===== config.mk =====
export PLATFORM = sky130hd
export DESIGN_NAME = bchannel_loopback_and_balance_maint
export DESIGN_NICKNAME = d
export VERILOG_FILES = /design/src/logic/bchan_maint_pkg.sv /design/src/logic/bchannel_loopback_and_balance_maint.sv
export VERILOG_INCLUDE_DIRS = /design/src /design/src/logic
export SDC_FILE = /design/constraint.sdc
export NUM_CORES = 1
export LEC_CHECK = 0
export BUFFER_PORTS_ARGS = -buffer_cell sky130_fd_sc_hd__buf_2
export CORE_UTILIZATION = 51
export DETAILED_ROUTE_END_ITERATION = 10
export GPL_TIMING_DRIVEN = 0
export HOLD_SLACK_MARGIN = 0.1
export PLACE_DENSITY = 0.79
export SYNTH_ARGS = -nofsm -noshare
export SYNTH_HDL_FRONTEND = slang
export SYNTH_SLANG_ARGS = --single-unit
export TNS_END_PERCENT = 5

===== constraint.sdc =====
create_clock -name pclk -period 2.8 [get_ports pclk]
set_clock_uncertainty 0.15 [all_clocks]
set_input_delay 0.28 -clock pclk [delete_from_list [all_inputs] [get_ports pclk]]
set_output_delay 0.28 -clock pclk [all_outputs]
set_load 0.02 [all_outputs]

===== src/logic/bchan_maint_regs.svh =====
// register offsets, field positions and reset values of the maintenance block
`ifndef BCHAN_MAINT_REGS_SVH
`define BCHAN_MAINT_REGS_SVH

`define ADDR_W                  8
`define OFF_UNBAL_COUNT         8'h00
`define OFF_LOOPBACK_CTRL       8'h04
`define OFF_OVERRIDE_CTRL       8'h08

`define UNBAL_COUNT_RESET       8'h00
`define UNBAL_COUNT_MAX         8'hFF
`define LOOPBACK_RESET          8'h00
`define OVERRIDE_RESET          1'b0
`define IDLE_ONES               8'hFF
`define DIFF_ZERO               8'h00
`define DIFF_ONE                8'h01

`define LB_B1_LINE_T            7
`define LB_B1_LINE_NT           6
`define LB_B2_LINE_T            5
`define LB_B2_LINE_NT           4
`define LB_B1_PORT_T            3
`define LB_B1_PORT_NT           2
`define LB_B2_PORT_T            1
`define LB_B2_PORT_NT           0
`define OVR_BIT                 7

`endif


===== src/logic/bchan_maint_pkg.sv =====
// types shared by the maintenance block and its bench
package bchan_maint_pkg;

  // info signal levels on the line pair, in ascending order
  typedef enum logic [2:0] {
    INFO_0,
    INFO_1,
    INFO_2,
    INFO_3,
    INFO_4
  } info_e;

  // one frame's worth of b-channel octets
  typedef struct packed {
    logic [7:0] b1;
    logic [7:0] b2;
  } bchan_s;

  // wake-up tracking of the transceiver
  typedef enum logic {
    ACT_DEACTIVATED,
    ACT_AWAKE
  } act_e;

endpackage


===== src/logic/bchannel_loopback_and_balance_maint.sv =====
// b-channel loopback, unbalanced-frame counter and activation override with apb registers
//
// Added by the designer: the register offsets and register access over APB.
`timescale 1ns/1ps
`default_nettype none
`include "bchan_maint_regs.svh"

module bchannel_loopback_and_balance_maint (
  input  wire logic                      pclk,
  input  wire logic                      presetn,
  input  wire logic                      clk_en,
  input  wire logic                      psel,
  input  wire logic                      penable,
  input  wire logic                      pwrite,
  input  wire logic [`ADDR_W-1:0]        paddr,
  input  wire logic [31:0]               pwdata,
  output logic      [31:0]               prdata,
  output logic                           pready,
  output logic                           pslverr,
  input  wire logic                      soft_reset,
  input  wire logic                      return_to_normal_command,
  input  wire logic                      network_side_role,
  input  wire logic                      line_pulse_pos,
  input  wire logic                      line_pulse_neg,
  input  wire logic                      line_frame_end,
  input  wire logic                      line_rx_strobe,
  input  wire bchan_maint_pkg::bchan_s   line_rx_data,
  output bchan_maint_pkg::bchan_s        line_tx_data,
  input  wire logic                      port_rx_strobe,
  input  wire bchan_maint_pkg::bchan_s   port_rx_data,
  output bchan_maint_pkg::bchan_s        port_tx_data,
  input  wire bchan_maint_pkg::info_e    rx_info,
  input  wire bchan_maint_pkg::info_e    normal_tx_info,
  input  wire logic                      deactivate,
  output bchan_maint_pkg::info_e         tx_info,
  output logic                           tx_aligned,
  output logic                           awake
);

  logic [7:0]               unbal_count_r;
  logic [7:0]               balance_r;
  logic [7:0]               balance_nxt;
  logic                     frame_unbalanced;
  logic [7:0]               loopback_r;
  logic                     override_r;
  logic [31:0]              prdata_r;
  logic                     addr_hit;
  logic                     wr_en;
  logic                     wr_count;
  logic                     wr_loop;
  logic                     wr_ovr;
  bchan_maint_pkg::bchan_s  line_rx_last_r;
  bchan_maint_pkg::bchan_s  port_rx_last_r;
  bchan_maint_pkg::bchan_s  line_tx_r;
  bchan_maint_pkg::bchan_s  port_tx_r;
  bchan_maint_pkg::info_e   tx_info_r;
  logic                     tx_aligned_r;
  bchan_maint_pkg::act_e    act_r;
  bchan_maint_pkg::act_e    act_nxt;

  // octet sent toward the line for one channel
  function automatic logic [7:0] line_tx_sel(input logic lt, input logic lnt, input logic pnt,
                                             input logic [7:0] line_b, input logic [7:0] port_b);
    if (lt || lnt) begin
      line_tx_sel = line_b;
    end else if (pnt) begin
      line_tx_sel = `IDLE_ONES;
    end else begin
      line_tx_sel = port_b;
    end
  endfunction

  // octet sent toward the serial port for one channel
  function automatic logic [7:0] port_tx_sel(input logic lnt, input logic pt, input logic pnt,
                                             input logic [7:0] line_b, input logic [7:0] port_b);
    if (pt || pnt) begin
      port_tx_sel = port_b;
    end else if (lnt) begin
      port_tx_sel = `IDLE_ONES;
    end else begin
      port_tx_sel = line_b;
    end
  endfunction

  // apb decode; the slave never waits, so every access ends in its first access cycle
  always_comb begin
    addr_hit = (paddr == `OFF_UNBAL_COUNT) || (paddr == `OFF_LOOPBACK_CTRL) ||
               (paddr == `OFF_OVERRIDE_CTRL);
    wr_en    = psel && penable && pwrite && clk_en && addr_hit;
    wr_count = wr_en && (paddr == `OFF_UNBAL_COUNT);
    wr_loop  = wr_en && (paddr == `OFF_LOOPBACK_CTRL);
    wr_ovr   = wr_en && (paddr == `OFF_OVERRIDE_CTRL);
  end

  assign pready  = 1'b1;
  assign pslverr = psel && penable && !addr_hit;
  assign prdata  = prdata_r;

  // read data is captured in the setup cycle so it comes from a flip-flop in the access cycle
  always_ff @(posedge pclk or negedge presetn) begin
    if (!presetn) begin
      prdata_r <= 32'h0000_0000;
    end else if (clk_en && psel && !penable) begin
      case (paddr)
        `OFF_UNBAL_COUNT:   prdata_r <= {24'h00_0000, unbal_count_r};
        `OFF_LOOPBACK_CTRL: prdata_r <= {24'h00_0000, loopback_r};
        `OFF_OVERRIDE_CTRL: prdata_r <= {24'h00_0000, override_r, 7'h00};
        default:            prdata_r <= 32'h0000_0000;
      endcase
    end
  end

  // running mark balance; pulses of both signs in one cycle cancel
  always_comb begin
    balance_nxt = balance_r;
    if (line_pulse_pos && !line_pulse_neg) begin
      balance_nxt = balance_r + `DIFF_ONE;
    end else if (line_pulse_neg && !line_pulse_pos) begin
      balance_nxt = balance_r - `DIFF_ONE;
    end
    frame_unbalanced = (balance_nxt != `DIFF_ZERO);
  end

  // eight bits of difference are ample: a frame carries far fewer marks than 128
  always_ff @(posedge pclk or negedge presetn) begin
    if (!presetn) begin
      balance_r <= `DIFF_ZERO;
    end else if (clk_en) begin
      if (soft_reset || line_frame_end) begin
        balance_r <= `DIFF_ZERO;
      end else begin
        balance_r <= balance_nxt;
      end
    end
  end

  always_ff @(posedge pclk or negedge presetn) begin
    if (!presetn) begin
      unbal_count_r <= `UNBAL_COUNT_RESET;
    end else if (clk_en) begin
      if (soft_reset) begin
        unbal_count_r <= `UNBAL_COUNT_RESET;
      end else if (wr_count) begin
        unbal_count_r <= pwdata[7:0];
      end else if (line_frame_end && frame_unbalanced && unbal_count_r != `UNBAL_COUNT_MAX) begin
        unbal_count_r <= unbal_count_r + `DIFF_ONE;
      end
    end
  end

  // a write in the same cycle as return-to-normal loses: the command is meant to restore service
  always_ff @(posedge pclk or negedge presetn) begin
    if (!presetn) begin
      loopback_r <= `LOOPBACK_RESET;
    end else if (clk_en) begin
      if (soft_reset || return_to_normal_command) begin
        loopback_r <= `LOOPBACK_RESET;
      end else if (wr_loop) begin
        loopback_r <= pwdata[7:0];
      end
    end
  end

  always_ff @(posedge pclk or negedge presetn) begin
    if (!presetn) begin
      override_r <= `OVERRIDE_RESET;
    end else if (clk_en) begin
      if (soft_reset) begin
        override_r <= `OVERRIDE_RESET;
      end else if (wr_ovr) begin
        override_r <= pwdata[`OVR_BIT];
      end
    end
  end

  // latest octets of each side, for the crossing paths
  always_ff @(posedge pclk or negedge presetn) begin
    if (!presetn) begin
      line_rx_last_r <= '0;
      port_rx_last_r <= '0;
    end else if (clk_en) begin
      if (line_rx_strobe) begin
        line_rx_last_r <= line_rx_data;
      end
      if (port_rx_strobe) begin
        port_rx_last_r <= port_rx_data;
      end
    end
  end

  // line-side transmit octets, updated once per line frame
  always_ff @(posedge pclk or negedge presetn) begin
    if (!presetn) begin
      line_tx_r <= '0;
    end else if (clk_en && line_rx_strobe) begin
      line_tx_r.b1 <= line_tx_sel(loopback_r[`LB_B1_LINE_T], loopback_r[`LB_B1_LINE_NT],
                                  loopback_r[`LB_B1_PORT_NT], line_rx_data.b1,
                                  port_rx_last_r.b1);
      line_tx_r.b2 <= line_tx_sel(loopback_r[`LB_B2_LINE_T], loopback_r[`LB_B2_LINE_NT],
                                  loopback_r[`LB_B2_PORT_NT], line_rx_data.b2,
                                  port_rx_last_r.b2);
    end
  end

  // port-side transmit octets, updated once per port frame; an echo shows in the cycle after the strobe
  always_ff @(posedge pclk or negedge presetn) begin
    if (!presetn) begin
      port_tx_r <= '0;
    end else if (clk_en && port_rx_strobe) begin
      port_tx_r.b1 <= port_tx_sel(loopback_r[`LB_B1_LINE_NT], loopback_r[`LB_B1_PORT_T],
                                  loopback_r[`LB_B1_PORT_NT], line_rx_last_r.b1,
                                  port_rx_data.b1);
      port_tx_r.b2 <= port_tx_sel(loopback_r[`LB_B2_LINE_NT], loopback_r[`LB_B2_PORT_T],
                                  loopback_r[`LB_B2_PORT_NT], line_rx_last_r.b2,
                                  port_rx_data.b2);
    end
  end

  assign line_tx_data = line_tx_r;
  assign port_tx_data = port_tx_r;

  // transmitted info level
  always_ff @(posedge pclk or negedge presetn) begin
    if (!presetn) begin
      tx_info_r    <= bchan_maint_pkg::INFO_0;
      tx_aligned_r <= 1'b0;
    end else if (clk_en) begin
      if (override_r && network_side_role) begin
        tx_info_r    <= bchan_maint_pkg::INFO_4;
        tx_aligned_r <= 1'b1;
      end else if (override_r) begin
        tx_info_r    <= bchan_maint_pkg::INFO_3;
        tx_aligned_r <= (rx_info == bchan_maint_pkg::INFO_2) ||
                        (rx_info == bchan_maint_pkg::INFO_4);
      end else begin
        tx_info_r    <= normal_tx_info;
        tx_aligned_r <= 1'b1;
      end
    end
  end

  assign tx_info    = tx_info_r;
  assign tx_aligned = tx_aligned_r;

  // wake-up from the deactivated state
  always_comb begin
    act_nxt = act_r;
    case (act_r)
      bchan_maint_pkg::ACT_DEACTIVATED: begin
        if (network_side_role) begin
          if (rx_info == bchan_maint_pkg::INFO_1) begin
            act_nxt = bchan_maint_pkg::ACT_AWAKE;
          end
        end else if (rx_info == bchan_maint_pkg::INFO_2 || rx_info == bchan_maint_pkg::INFO_4) begin
          act_nxt = bchan_maint_pkg::ACT_AWAKE;
        end
      end
      bchan_maint_pkg::ACT_AWAKE: begin
        if (deactivate) begin
          act_nxt = bchan_maint_pkg::ACT_DEACTIVATED;
        end
      end
      default: act_nxt = bchan_maint_pkg::ACT_DEACTIVATED;
    endcase
  end

  always_ff @(posedge pclk or negedge presetn) begin
    if (!presetn) begin
      act_r <= bchan_maint_pkg::ACT_DEACTIVATED;
    end else if (clk_en) begin
      if (soft_reset) begin
        act_r <= bchan_maint_pkg::ACT_DEACTIVATED;
      end else begin
        act_r <= act_nxt;
      end
    end
  end

  assign awake = (act_r == bchan_maint_pkg::ACT_AWAKE);

  // checks
  property p_count_inc;
    @(posedge pclk) disable iff (!presetn)
      clk_en && !soft_reset && !wr_count && line_frame_end && frame_unbalanced &&
      unbal_count_r != `UNBAL_COUNT_MAX |=> unbal_count_r == $past(unbal_count_r) + `DIFF_ONE;
  endproperty
  a_count_inc: assert property (p_count_inc) else $error("counter missed an unbalanced frame");

  property p_balanced_hold;
    @(posedge pclk) disable iff (!presetn)
      clk_en && !soft_reset && !wr_count && !(line_frame_end && frame_unbalanced) |=> $stable(unbal_count_r);
  endproperty
  a_balanced_hold: assert property (p_balanced_hold) else $error("counter moved without cause");

  property p_count_write;
    @(posedge pclk) disable iff (!presetn)
      clk_en && !soft_reset && wr_count |=> unbal_count_r == $past(pwdata[7:0]);
  endproperty
  a_count_write: assert property (p_count_write) else $error("counter write lost");

  property p_count_sat;
    @(posedge pclk) disable iff (!presetn)
      clk_en && !soft_reset && !wr_count && unbal_count_r == `UNBAL_COUNT_MAX |=>
      unbal_count_r == `UNBAL_COUNT_MAX;
  endproperty
  a_count_sat: assert property (p_count_sat) else $error("counter left saturation");

  property p_b1_line_t;
    @(posedge pclk) disable iff (!presetn)
      clk_en && line_rx_strobe && loopback_r[`LB_B1_LINE_T] |=> line_tx_data.b1 == $past(line_rx_data.b1);
  endproperty
  a_b1_line_t: assert property (p_b1_line_t) else $error("b1 line echo wrong");

  property p_b1_line_nt;
    @(posedge pclk) disable iff (!presetn)
      clk_en && port_rx_strobe && loopback_r[`LB_B1_LINE_NT] && !loopback_r[`LB_B1_PORT_T] &&
      !loopback_r[`LB_B1_PORT_NT] |=> port_tx_data.b1 == `IDLE_ONES;
  endproperty
  a_b1_line_nt: assert property (p_b1_line_nt) else $error("b1 port slot not idle ones");

  property p_b2_line_t;
    @(posedge pclk) disable iff (!presetn)
      clk_en && port_rx_strobe && loopback_r[`LB_B2_LINE_T] && loopback_r[3:0] == 4'h0 |=>
      port_tx_data.b2 == $past(line_rx_last_r.b2);
  endproperty
  a_b2_line_t: assert property (p_b2_line_t) else $error("b2 line data not on port");

  property p_b2_line_nt;
    @(posedge pclk) disable iff (!presetn)
      clk_en && line_rx_strobe && loopback_r[`LB_B2_LINE_NT] |=> line_tx_data.b2 == $past(line_rx_data.b2);
  endproperty
  a_b2_line_nt: assert property (p_b2_line_nt) else $error("b2 line echo wrong");

  property p_b1_port_t;
    @(posedge pclk) disable iff (!presetn)
      clk_en && port_rx_strobe && loopback_r[`LB_B1_PORT_T] |=> port_tx_data.b1 == $past(port_rx_data.b1);
  endproperty
  a_b1_port_t: assert property (p_b1_port_t) else $error("b1 port echo wrong");

  property p_b1_port_nt;
    @(posedge pclk) disable iff (!presetn)
      clk_en && line_rx_strobe && loopback_r[`LB_B1_PORT_NT] && loopback_r[7:6] == 2'b00 |=>
      line_tx_data.b1 == `IDLE_ONES;
  endproperty
  a_b1_port_nt: assert property (p_b1_port_nt) else $error("b1 line slot not idle ones");

  property p_b2_port_t;
    @(posedge pclk) disable iff (!presetn)
      clk_en && line_rx_strobe && loopback_r[`LB_B2_PORT_T] && loopback_r[5:4] == 2'b00 &&
      !loopback_r[`LB_B2_PORT_NT] |=> line_tx_data.b2 == $past(port_rx_last_r.b2);
  endproperty
  a_b2_port_t: assert property (p_b2_port_t) else $error("b2 port data not on line");

  property p_b2_port_nt;
    @(posedge pclk) disable iff (!presetn)
      clk_en && port_rx_strobe && loopback_r[`LB_B2_PORT_NT] |=> port_tx_data.b2 == $past(port_rx_data.b2);
  endproperty
  a_b2_port_nt: assert property (p_b2_port_nt) else $error("b2 port echo wrong");

  property p_return_normal;
    @(posedge pclk) disable iff (!presetn)
      clk_en && (return_to_normal_command || soft_reset) |=> loopback_r == `LOOPBACK_RESET;
  endproperty
  a_return_normal: assert property (p_return_normal) else $error("loopback bits not cleared");

  property p_ovr_nt;
    @(posedge pclk) disable iff (!presetn)
      clk_en && override_r && network_side_role |=> tx_info == bchan_maint_pkg::INFO_4;
  endproperty
  a_ovr_nt: assert property (p_ovr_nt) else $error("network override not info 4");

  property p_ovr_te;
    @(posedge pclk) disable iff (!presetn)
      clk_en && override_r && !network_side_role |=> tx_info == bchan_maint_pkg::INFO_3;
  endproperty
  a_ovr_te: assert property (p_ovr_te) else $error("terminal override not info 3");

  property p_te_align;
    @(posedge pclk) disable iff (!presetn)
      clk_en && override_r && !network_side_role |=>
      tx_aligned == ($past(rx_info) == bchan_maint_pkg::INFO_2 || $past(rx_info) == bchan_maint_pkg::INFO_4);
  endproperty
  a_te_align: assert property (p_te_align) else $error("terminal alignment wrong");

  property p_te_wake;
    @(posedge pclk) disable iff (!presetn)
      clk_en && !soft_reset && !network_side_role && !awake &&
      (rx_info == bchan_maint_pkg::INFO_2 || rx_info == bchan_maint_pkg::INFO_4) |=> awake;
  endproperty
  a_te_wake: assert property (p_te_wake) else $error("terminal did not wake");

  property p_nt_no_wake;
    @(posedge pclk) disable iff (!presetn)
      clk_en && network_side_role && !awake && rx_info != bchan_maint_pkg::INFO_1 |=> !awake;
  endproperty
  a_nt_no_wake: assert property (p_nt_no_wake) else $error("network woke without info 1");

  property p_ovr_off;
    @(posedge pclk) disable iff (!presetn)
      clk_en && !override_r |=> tx_info == $past(normal_tx_info);
  endproperty
  a_ovr_off: assert property (p_ovr_off) else $error("normal activation overridden");

  property p_one_per_frame;
    @(posedge pclk) disable iff (!presetn)
      clk_en && !soft_reset && !wr_count && !line_frame_end |=> $stable(unbal_count_r);
  endproperty
  a_one_per_frame: assert property (p_one_per_frame) else $error("counter moved mid frame");

endmodule
`default_nettype wire


==> out/metrics.csv, run 1 <==
metric,value,unit
CTS Sinks,102,
Async SR Flop Fraction,1.00,
Ys Warns,0,
CORE AREA,9770,um^2
area of the mapped netlist,5160,um^2
root buf cell,clkbuf_8,
residual DRC count,0,
Tightest Hold Check Type,in2reg,
Syn Area/Cell,8.86,um^2
area share of the largest cell type after synthesis,0.495,
die height,103,um
worst-margin pin slew,1120,ps
H-tree Lvls,3,
Antenna Nets Post-Route,0,
nets@finish,874,
WL/cell,15.1,um
Ant. Diodes,0,
crit path cell chain,or4b_4 > o32a_1 > xor2_1 > and4b_1 > a41oi_2 > o31a_1 > buf_6 > mux2_4,
Max Root-Sink Buffers,2,
crit end category,register,
synth unique cells,54,
most frequent cell after synthesis,nand2_1,
"Seq/Total Area, Yosys",0.495,
die area,10500,um^2
RSZ-0062 raised after global routing,true,
std cell rows,36,
TNS Setup,0,ps
DRT Pass-1 Iters,5,
pwr dens,544,nW/um^2
highest ir drop seen on vdd,0.333,mV
Num CTS Buffers,9,
CTS tree,done,
initial antenna violation count,0,
WP data arrival,2870,ps
Main synth FF type,dfrtp_1,
port bufs,111,
fraction of layout cells with a size suffix above 1,0.229,
Iter 0 DRT Violations,252,
largest net degree at the start of global routing,58,
Required @ worst endpoint,2920,ps
area delta synth->final,30.0,%
final setup margin,49.0,ps
Crit Path Max Fanout,7,
max-slew violations,0,
gpl congestion,0.916,
Final Cycle Share,0.982,
final instance area,6700,um^2
leading area contributor after synthesis,dfrtp_1,
Crit path largest cell delay,550,ps
dpl cell area,5990,um^2
post-layout minimum cycle time,2750,ps
flop and latch count out of synthesis,102,
max frequency,364,MHz
Die X,103,um
Vias/cell,5.23,
crit start category,register,
vias,4793,
Final Hold Vio Count,0,
power consumption,3.64,mW
Max Cap Viol,0,
status,completed,
Tot GR Track Use,0.272,
Post-synth EDFFs,0,
I/O Pins,164,
final setup vio count,0,
vias in the first global route,4659,
clk_lat worst skew,380,ps
Hold WS,110,ps
critical path class,reg2reg,
Mapped Cells,582,
grt total ovfl,0,
first-pass GRT wire length,21800,um
synth top area cells,"dfrtp_1 (50%), nand2_1 (11%), o21ai_0 (4.3%), a21oi_1 (4.0%), nor2_1 (3.9%)",
Pleak,3.35,nW
Place WS,-71.5,ps
Crit-path slowest cell,or4b_4,
Routed Wire Length,13800,um
Rel. slew slack,0.249,
HPWL Detailed,9540,um
commonest cells in the netlist,"nand2_1 (152), dfrtp_1 (102), nor2_1 (53)",
Starting Density,0.528,
"Clk pin slew, worst setup/hold paths",100,ps
-- logic make-up after synthesis --
family | Yosys count | synth area share
and+or+nand+nor | 248 | 0.207
AOI/OAI and AO/OA | 124 | 0.144
DFF | 102 | 0.495
buffers and inverters | 68 | 0.0709
muxes | 20 | 0.0459
xor gates and xnor gates | 15 | 0.0284
adders and majority gates | 3 | 0.00728
other | 2 | 0.00146
-- stage by stage --
step | utilization | std cells
final | 0.686 | 916
after global routing | 0.686 | 916
after CTS | 0.685 | 915
after detailed placement | 0.613 | 850
after global placement | 0.610 | 849
after floorplan | - | 605
-- cells in the final DEF, fill, tap and decap left out, types with 3 or more instances in the layout --
master	synthesis	layout
a31oi_1	3	3
buf_2	1	111
xor2_1	5	5
mux2_4	7	7
dlygate4sd3_1	0	47
buf_1	3	3
and2_1	3	3
mux2i_1	12	12
clkbuf_1	24	24
nor2_1	53	53
or3_1	5	5
conb_1	2	25
a211oi_1	6	6
a22o_1	8	8
nor3_1	7	7
a21oi_1	41	41
xnor2_1	8	8
nand2_1	152	152
o21ai_0	44	44
inv_1	13	13
buf_4	25	29
clkbuf_8	0	10
nand3_1	4	4
o22ai_1	9	9
nor4_1	3	3
dfrtp_1	102	102
ha_1	3	3
-- metal layers --
layer  GRT usage  share of wire
met2       0.463           0.50
met4       0.134          0.027
met3      0.0441          0.061
met5           0              0
met1       0.339           0.41
-- worst paths after layout --
kind | start | slack, ps | endpoint | cells past startpoint
worst max-delay path | balance_r[3] | 50 | unbal_count_r[6] | 8
worst min-delay path | network_side_role | 110 | tx_info[2] | 3
worst max register to register | balance_r[3] | 50 | unbal_count_r[6] | 8
worst min register to register | line_tx_data[7] | 330 | line_tx_data[7] | 2
max in group asynchronous | presetn | 1520 | line_tx_data[0] | 3
min in group asynchronous | presetn | 290 | line_tx_data[4] | 2
-- critical path: cells and delay by family (launching register included) --
family                 cells  cell delay (ps)
AND/OR/NAND/NOR            2              810
AO/OA/AOI/OAI              3              690
flip-flops                 1              390
multiplexers               1              290
XOR/XNOR                   1              150
buffers and inverters      1              150
-- power breakdown --
| part | total [mW] | internal (mW) | switching (mW) |
|---|---|---|---|
| combinational | 0.877 | 0.357 | 0.519 |
| clock | 0.995 | 0.454 | 0.541 |
| sequential | 1.77 | 1.65 | 0.121 |
| total | 3.64 | 2.46 | 1.18 |
-- area by class of cell --
type	count	area (um^2)
Clock inverter	6	76.3
Timing Repair Buffer	162	1080
Fill cell	767	3070
Multi-Input combinational cell	435	2320
Clock buffer	10	138
Inverter	13	48.8
Tap cell	133	166
Buffer	55	317
Sequential cell	102	2550
-- timing repair --
action                                 in CTS  in global routing
pin swaps                                   1                  1
setup endpoints to repair                   7                  7
hold buffers                               47                  0
endpoints found under the hold margin     113                  0
gates resized for setup                     0                  0
setup buffers                               2                  1
-- flip-flops by register name (all words and copies together), names as in the netlist --
register and count:
awake 1, balance_r 8, line_rx_last_r 16, line_tx_data 16, loopback_r 8, override_r 1
port_rx_last_r 16, port_tx_data 16, prdata 8, tx_aligned 1, tx_info 3, unbal_count_r 8
(Power assumes the default switching activity.)
==> inputs of run 2 (changes only) <==
--- a/config.mk
+++ b/config.mk
@@ -6,12 +6,12 @@
 export SDC_FILE = /design/constraint.sdc
 export NUM_CORES = 1
 export LEC_CHECK = 0
-export BUFFER_PORTS_ARGS = -buffer_cell sky130_fd_sc_hd__buf_2
+export BUFFER_PORTS_ARGS = -buffer_cell sky130_fd_sc_hd__buf_4
 export CORE_UTILIZATION = 51
 export DETAILED_ROUTE_END_ITERATION = 10
 export GPL_TIMING_DRIVEN = 0
 export HOLD_SLACK_MARGIN = 0.1
-export PLACE_DENSITY = 0.79
+export PLACE_DENSITY = 0.89
 export SYNTH_ARGS = -nofsm -noshare
 export SYNTH_HDL_FRONTEND = slang
 export SYNTH_SLANG_ARGS = --single-unit
==> out/metrics.csv, run 2 (synthesized netlist as in run 1, its figures left out) <==
metric,value,unit,change
dpl cell area,6240,um^2,+4.1%
Register-to-Register Path Depth,8,,unchanged
Starting Density,0.528,,unchanged
Max Cap Viol,0,,unchanged
Routed Wire Length,14700,um,+6.6%
final setup vio count,0,,unchanged
nets@finish,874,,unchanged
WP data arrival,2840,ps,-30 ps
Crit-path slowest cell,or4b_4,,
Antenna Nets Post-Route,0,,unchanged
crit path cell chain,or4b_4 > o32a_1 > xor2_1 > and4b_1 > a41oi_2 > o31a_1 > buf_6 > mux2_4,,
crit start category,register,,
Max Root-Sink Buffers,2,,unchanged
worst hold stages,3,,unchanged
RSZ-0062 raised after global routing,true,,
Tot GR Track Use,0.284,,+0.0120
residual DRC count,0,,unchanged
"Clk pin slew, worst setup/hold paths",100,ps,about the same
port bufs,111,,unchanged
Final Hold Vio Count,0,,unchanged
Num CTS Buffers,9,,unchanged
Crit Path Max Fanout,7,,unchanged
I/O Pins,164,,unchanged
initial antenna violation count,0,,unchanged
Rel. slew slack,0.199,,-0.0498
fraction of layout cells with a size suffix above 1,0.228,,-0.000986
max-slew violations,0,,unchanged
reg-to-reg startpoint,balance_r[3],,
grt total ovfl,0,,unchanged
Required @ worst endpoint,2920,ps,about the same
Crit path largest cell delay,550,ps,about the same
largest net degree at the start of global routing,103,,+78%
std cell rows,36,,unchanged
HPWL Detailed,10100,um,+6.1%
FF-to-FF End,unbal_count_r[6],,
post-layout minimum cycle time,2720,ps,-29.2 ps
root buf cell,clkbuf_8,,
Tightest Hold Check Type,in2reg,,
pwr dens,521,nW/um^2,-4.1%
most frequent cells in the layout,"nand2_1 (152), buf_4 (138), dfrtp_1 (101)",,
vias in the first global route,4808,,+3.2%
Worst setup startpoint,balance_r[3],,
max frequency,367,MHz,+1.1%
Die X,103,um,unchanged
DRT Pass-1 Iters,4,,-1
gpl congestion,0.873,,-4.6%
crit end category,register,,
Iter 0 DRT Violations,266,,+5.6%
hold path startpoint,paddr[3],,
critical path class,reg2reg,,
worst-margin pin slew,1190,ps,+74.1 ps
vias,4923,,+2.7%
"reg-to-reg slack, setup",80,ps,+30 ps
WHS Endpoint,prdata[7],,
CTS Sinks,102,,unchanged
clk_lat worst skew,380,ps,about the same
first-pass GRT wire length,22400,um,+3.0%
Hold WS,124,ps,+14.1 ps
area delta synth->final,34.2,%,
die area,10500,um^2,unchanged
"most common cell after layout, fill and taps aside",nand2_1,,
CTS tree,done,,
die height,103,um,unchanged
final instance area,6920,um^2,+3.3%
H-tree Lvls,3,,unchanged
status,completed,,
Pleak,3.39,nW,+1.2%
WL/cell,16.1,um,+6.7%
Final Cycle Share,0.972,,-0.0104
CORE AREA,9770,um^2,unchanged
Vias/cell,5.38,,+2.8%
Ant. Diodes,0,,unchanged
highest ir drop seen on vdd,0.260,mV,-22%
[run 2: how the worst max path moves through the flow]
stage                  endpoint  slack (ps)  cells after the start
2_1_floorplan  unbal_count_r[1]         180                      9
3_3_place_gp   unbal_count_r[6]          80                      8
3_5_place_dp   unbal_count_r[1]          40                      8
4_1_cts        unbal_count_r[6]          20                      8
5_1_grt        unbal_count_r[5]         -10                      8
6_report       unbal_count_r[6]          80                      8
[run 2: report_power, final]
part	switching [mW]	leakage, nW	internal [mW]
sequential	0.128	1.30	1.65
combinational	0.531	2.00	0.438
clock	0.536	0.0796	0.326
total	1.19	3.39	2.41
[run 2: critical path, delay by kind of cell (launching register included)]
family                    cells  cell delay, ps
buffers and inverters         1             150
and+or+nand+nor               2             770
DFF                           1             440
xor gates and xnor gates      1             140
muxes                         1             300
AOI/OAI and AO/OA             3             680
[run 2: metrics by stage]
stage	TNS [ps]	instances	utilization	setup slack, ps	power [mW]
6_report	0	915	0.708	78.3	3.61
3_3_place_gp	0	849	0.639	81.0	2.66
5_1_grt	-46.8	915	0.708	-9.80	3.78
2_1_floorplan	0	605	-	183	2.30
3_5_place_dp	0	849	0.639	36.4	2.70
4_1_cts	0	912	0.705	15.9	3.59
[run 2: layout make-up]
cell class | instances | area, um^2
fill | 693 | 2850
clock buffer | 9 | 124
timing repair buffer | 162 | 1340
sequential | 102 | 2550
inverter | 13 | 48.8
multi-input combinational | 435 | 2320
clock inverter | 6 | 47.5
buffer | 55 | 317
tap | 133 | 166
[run 2: routing by layer]
metal | wire length, um | GRT usage | up-vias
met5 | 0 | 0 | -
met4 | 577 | 0.155 | 0
met3 | 1200 | 0.0495 | 51
met2 | 7240 | 0.484 | 267
met1 | 5730 | 0.345 | 2305
li1 | - | - | 2300
[run 2: timing repair]
| action | in CTS | in global routing |
|---|---|---|
| hold buffers | 48 | 0 |
| gates resized for setup | 0 | 1 |
| setup endpoints to repair | 0 | 7 |
| hold endpoints to repair | 173 | 0 |
| setup buffers | 0 | 3 |
==> inputs of run 3 (changes only) <==
--- a/config.mk
+++ b/config.mk
@@ -12,6 +12,7 @@
 export GPL_TIMING_DRIVEN = 0
 export HOLD_SLACK_MARGIN = 0.1
 export PLACE_DENSITY = 0.89
+export SETUP_SLACK_MARGIN = 0.4
 export SYNTH_ARGS = -nofsm -noshare
 export SYNTH_HDL_FRONTEND = slang
 export SYNTH_SLANG_ARGS = --single-unit
==> out/metrics.csv, run 3 (synthesized netlist as in run 1, its figures left out) <==
metric,value,unit,change
HPWL Detailed,9920,um,-2.1%
clk_lat worst skew,380,ps,about the same
non-filler instance count after layout,917,,+0.22%
Rel. slew slack,0.207,,+0.00827
final instance area,6960,um^2,+0.51%
pwr dens,523,nW/um^2,+0.38%
CORE AREA,9770,um^2,unchanged
Crit-path slowest cell,or4b_4,,
Tightest Hold Check Type,in2reg,,
H-tree Lvls,3,,unchanged
initial antenna violation count,0,,unchanged
Num CTS Buffers,9,,unchanged
WP data arrival,2850,ps,about the same
Ant. Diodes,0,,unchanged
"most common cell after layout, fill and taps aside",nand2_1,,
Die X,103,um,unchanged
fraction of layout cells with a size suffix above 1,0.231,,+0.00325
crit path cell chain,or4b_4 > o32a_1 > xor2_1 > and4b_1 > a41oi_2 > o31a_1 > buf_6 > mux2_4,,
vias in the first global route,4813,,+0.10%
port bufs,111,,unchanged
CTS Sinks,102,,unchanged
root buf cell,clkbuf_8,,
post-layout minimum cycle time,2740,ps,+20.0 ps
Vias/cell,5.38,,about the same
gpl congestion,0.931,,+6.6%
die height,103,um,unchanged
final setup vio count,0,,unchanged
Tot GR Track Use,0.280,,-0.00457
Antenna Nets Post-Route,0,,unchanged
highest ir drop seen on vdd,0.360,mV,+38%
Starting Density,0.528,,unchanged
std cell rows,36,,unchanged
residual DRC count,0,,unchanged
Routed Wire Length,14300,um,-3.0%
WL/cell,15.6,um,-3.2%
crit end category,register,,
Final Util,0.712,,+0.00358
reg-to-reg startpoint,balance_r[3],,
crit start category,register,,
Final Hold Vio Count,0,,unchanged
area delta synth->final,34.9,%,
worst-margin pin slew,1180,ps,-12.3 ps
Iter 0 DRT Violations,213,,-20%
vias,4932,,+0.18%
total placed cells including tap cells,849,,unchanged
Crit Path Max Fanout,7,,unchanged
critical path class,reg2reg,,
Pleak,3.41,nW,+0.68%
Filler cells,683,,-1.4%
first-pass GRT wire length,22500,um,+0.49%
nets@finish,876,,+0.23%
Max Root-Sink Buffers,2,,unchanged
Final Cycle Share,0.979,,+0.00714
largest net degree at the start of global routing,103,,unchanged
I/O Pins,164,,unchanged
Max Cap Viol,0,,unchanged
most frequent cells in the layout,"nand2_1 (152), buf_4 (141), dfrtp_1 (102)",,
grt total ovfl,0,,unchanged
max frequency,365,MHz,-0.73%
dpl cell area,6240,um^2,unchanged
DRT Pass-1 Iters,5,,+1
max-slew violations,0,,unchanged
Crit path largest cell delay,550,ps,about the same
die area,10500,um^2,unchanged
hold path startpoint,network_side_role,,
RSZ-0062 raised after global routing,true,,
Required @ worst endpoint,2910,ps,about the same
status,completed,,
CTS tree,done,,
"Clk pin slew, worst setup/hold paths",100,ps,about the same
Worst setup startpoint,balance_r[3],,
-- run 3: critical path: cells and delay by family, from the launching register on --
family,cells,cell delay [ps]
mux,1,300
flops,1,410
buf+inv,1,150
xor+xnor,1,150
compound gates,3,660
simple gates,2,800
-- run 3: power by group --
part           internal [mW]  switching, mW  total [mW]  leakage [nW]
registers               1.65          0.127        1.78          1.30
logic                  0.441          0.531       0.972          2.02
clock network          0.337          0.554       0.891        0.0897
total                   2.43           1.21        3.64          3.41
-- run 3: cell type report --
type                    count  area (um^2)  share of cell area
inverters                  13         48.8             0.00701
repair buffers            164         1350               0.194
clock inverters             6         56.3             0.00809
clock buffers               9          124              0.0178
multi-input cells         435         2340               0.336
plain buffers              55          317              0.0455
well taps                 133          166              0.0239
flip-flops and latches    102         2550               0.367
-- run 3: final timing paths --
check,to,slack [ps],cells after the start
setup / recovery,unbal_count_r[7],60,8
hold / removal,tx_info[2],110,3
setup reg to reg,unbal_count_r[7],60,8
hold reg to reg,port_rx_last_r[8],340,2
max in group asynchronous,unbal_count_r[4],1440,2
min in group asynchronous,port_tx_data[7],410,2
-- run 3: stage by stage --
step                      total power, mW  hold WS, ps  setup WS [ps]  setup TNS (ps)
final                                3.64          105           58.3               0
after global routing                 3.81          130          -34.8            -154
after CTS                            3.62          113           67.1               0
after detailed placement             2.70          313           20.8               0
after global placement               2.65          308           57.5               0
after floorplan                      2.30         -166            203               0
-- run 3: repair_timing --
action,4_1_cts,5_1_grt
setup buffers,4,2
setup endpoints to repair,8,8
hold endpoints to repair,165,0
hold buffers,47,0
pin swaps,4,3
resized for setup,0,2
-- run 3: per-layer routing --
layer / track usage / vias to the layer above / share of wire
met1: 0.351 / 2320 / 0.39
met4: 0.132 / 0 / 0.032
met3: 0.0407 / 44 / 0.075
met2: 0.478 / 264 / 0.50
li1: - / 2304 / -
met5: 0 / - / 0
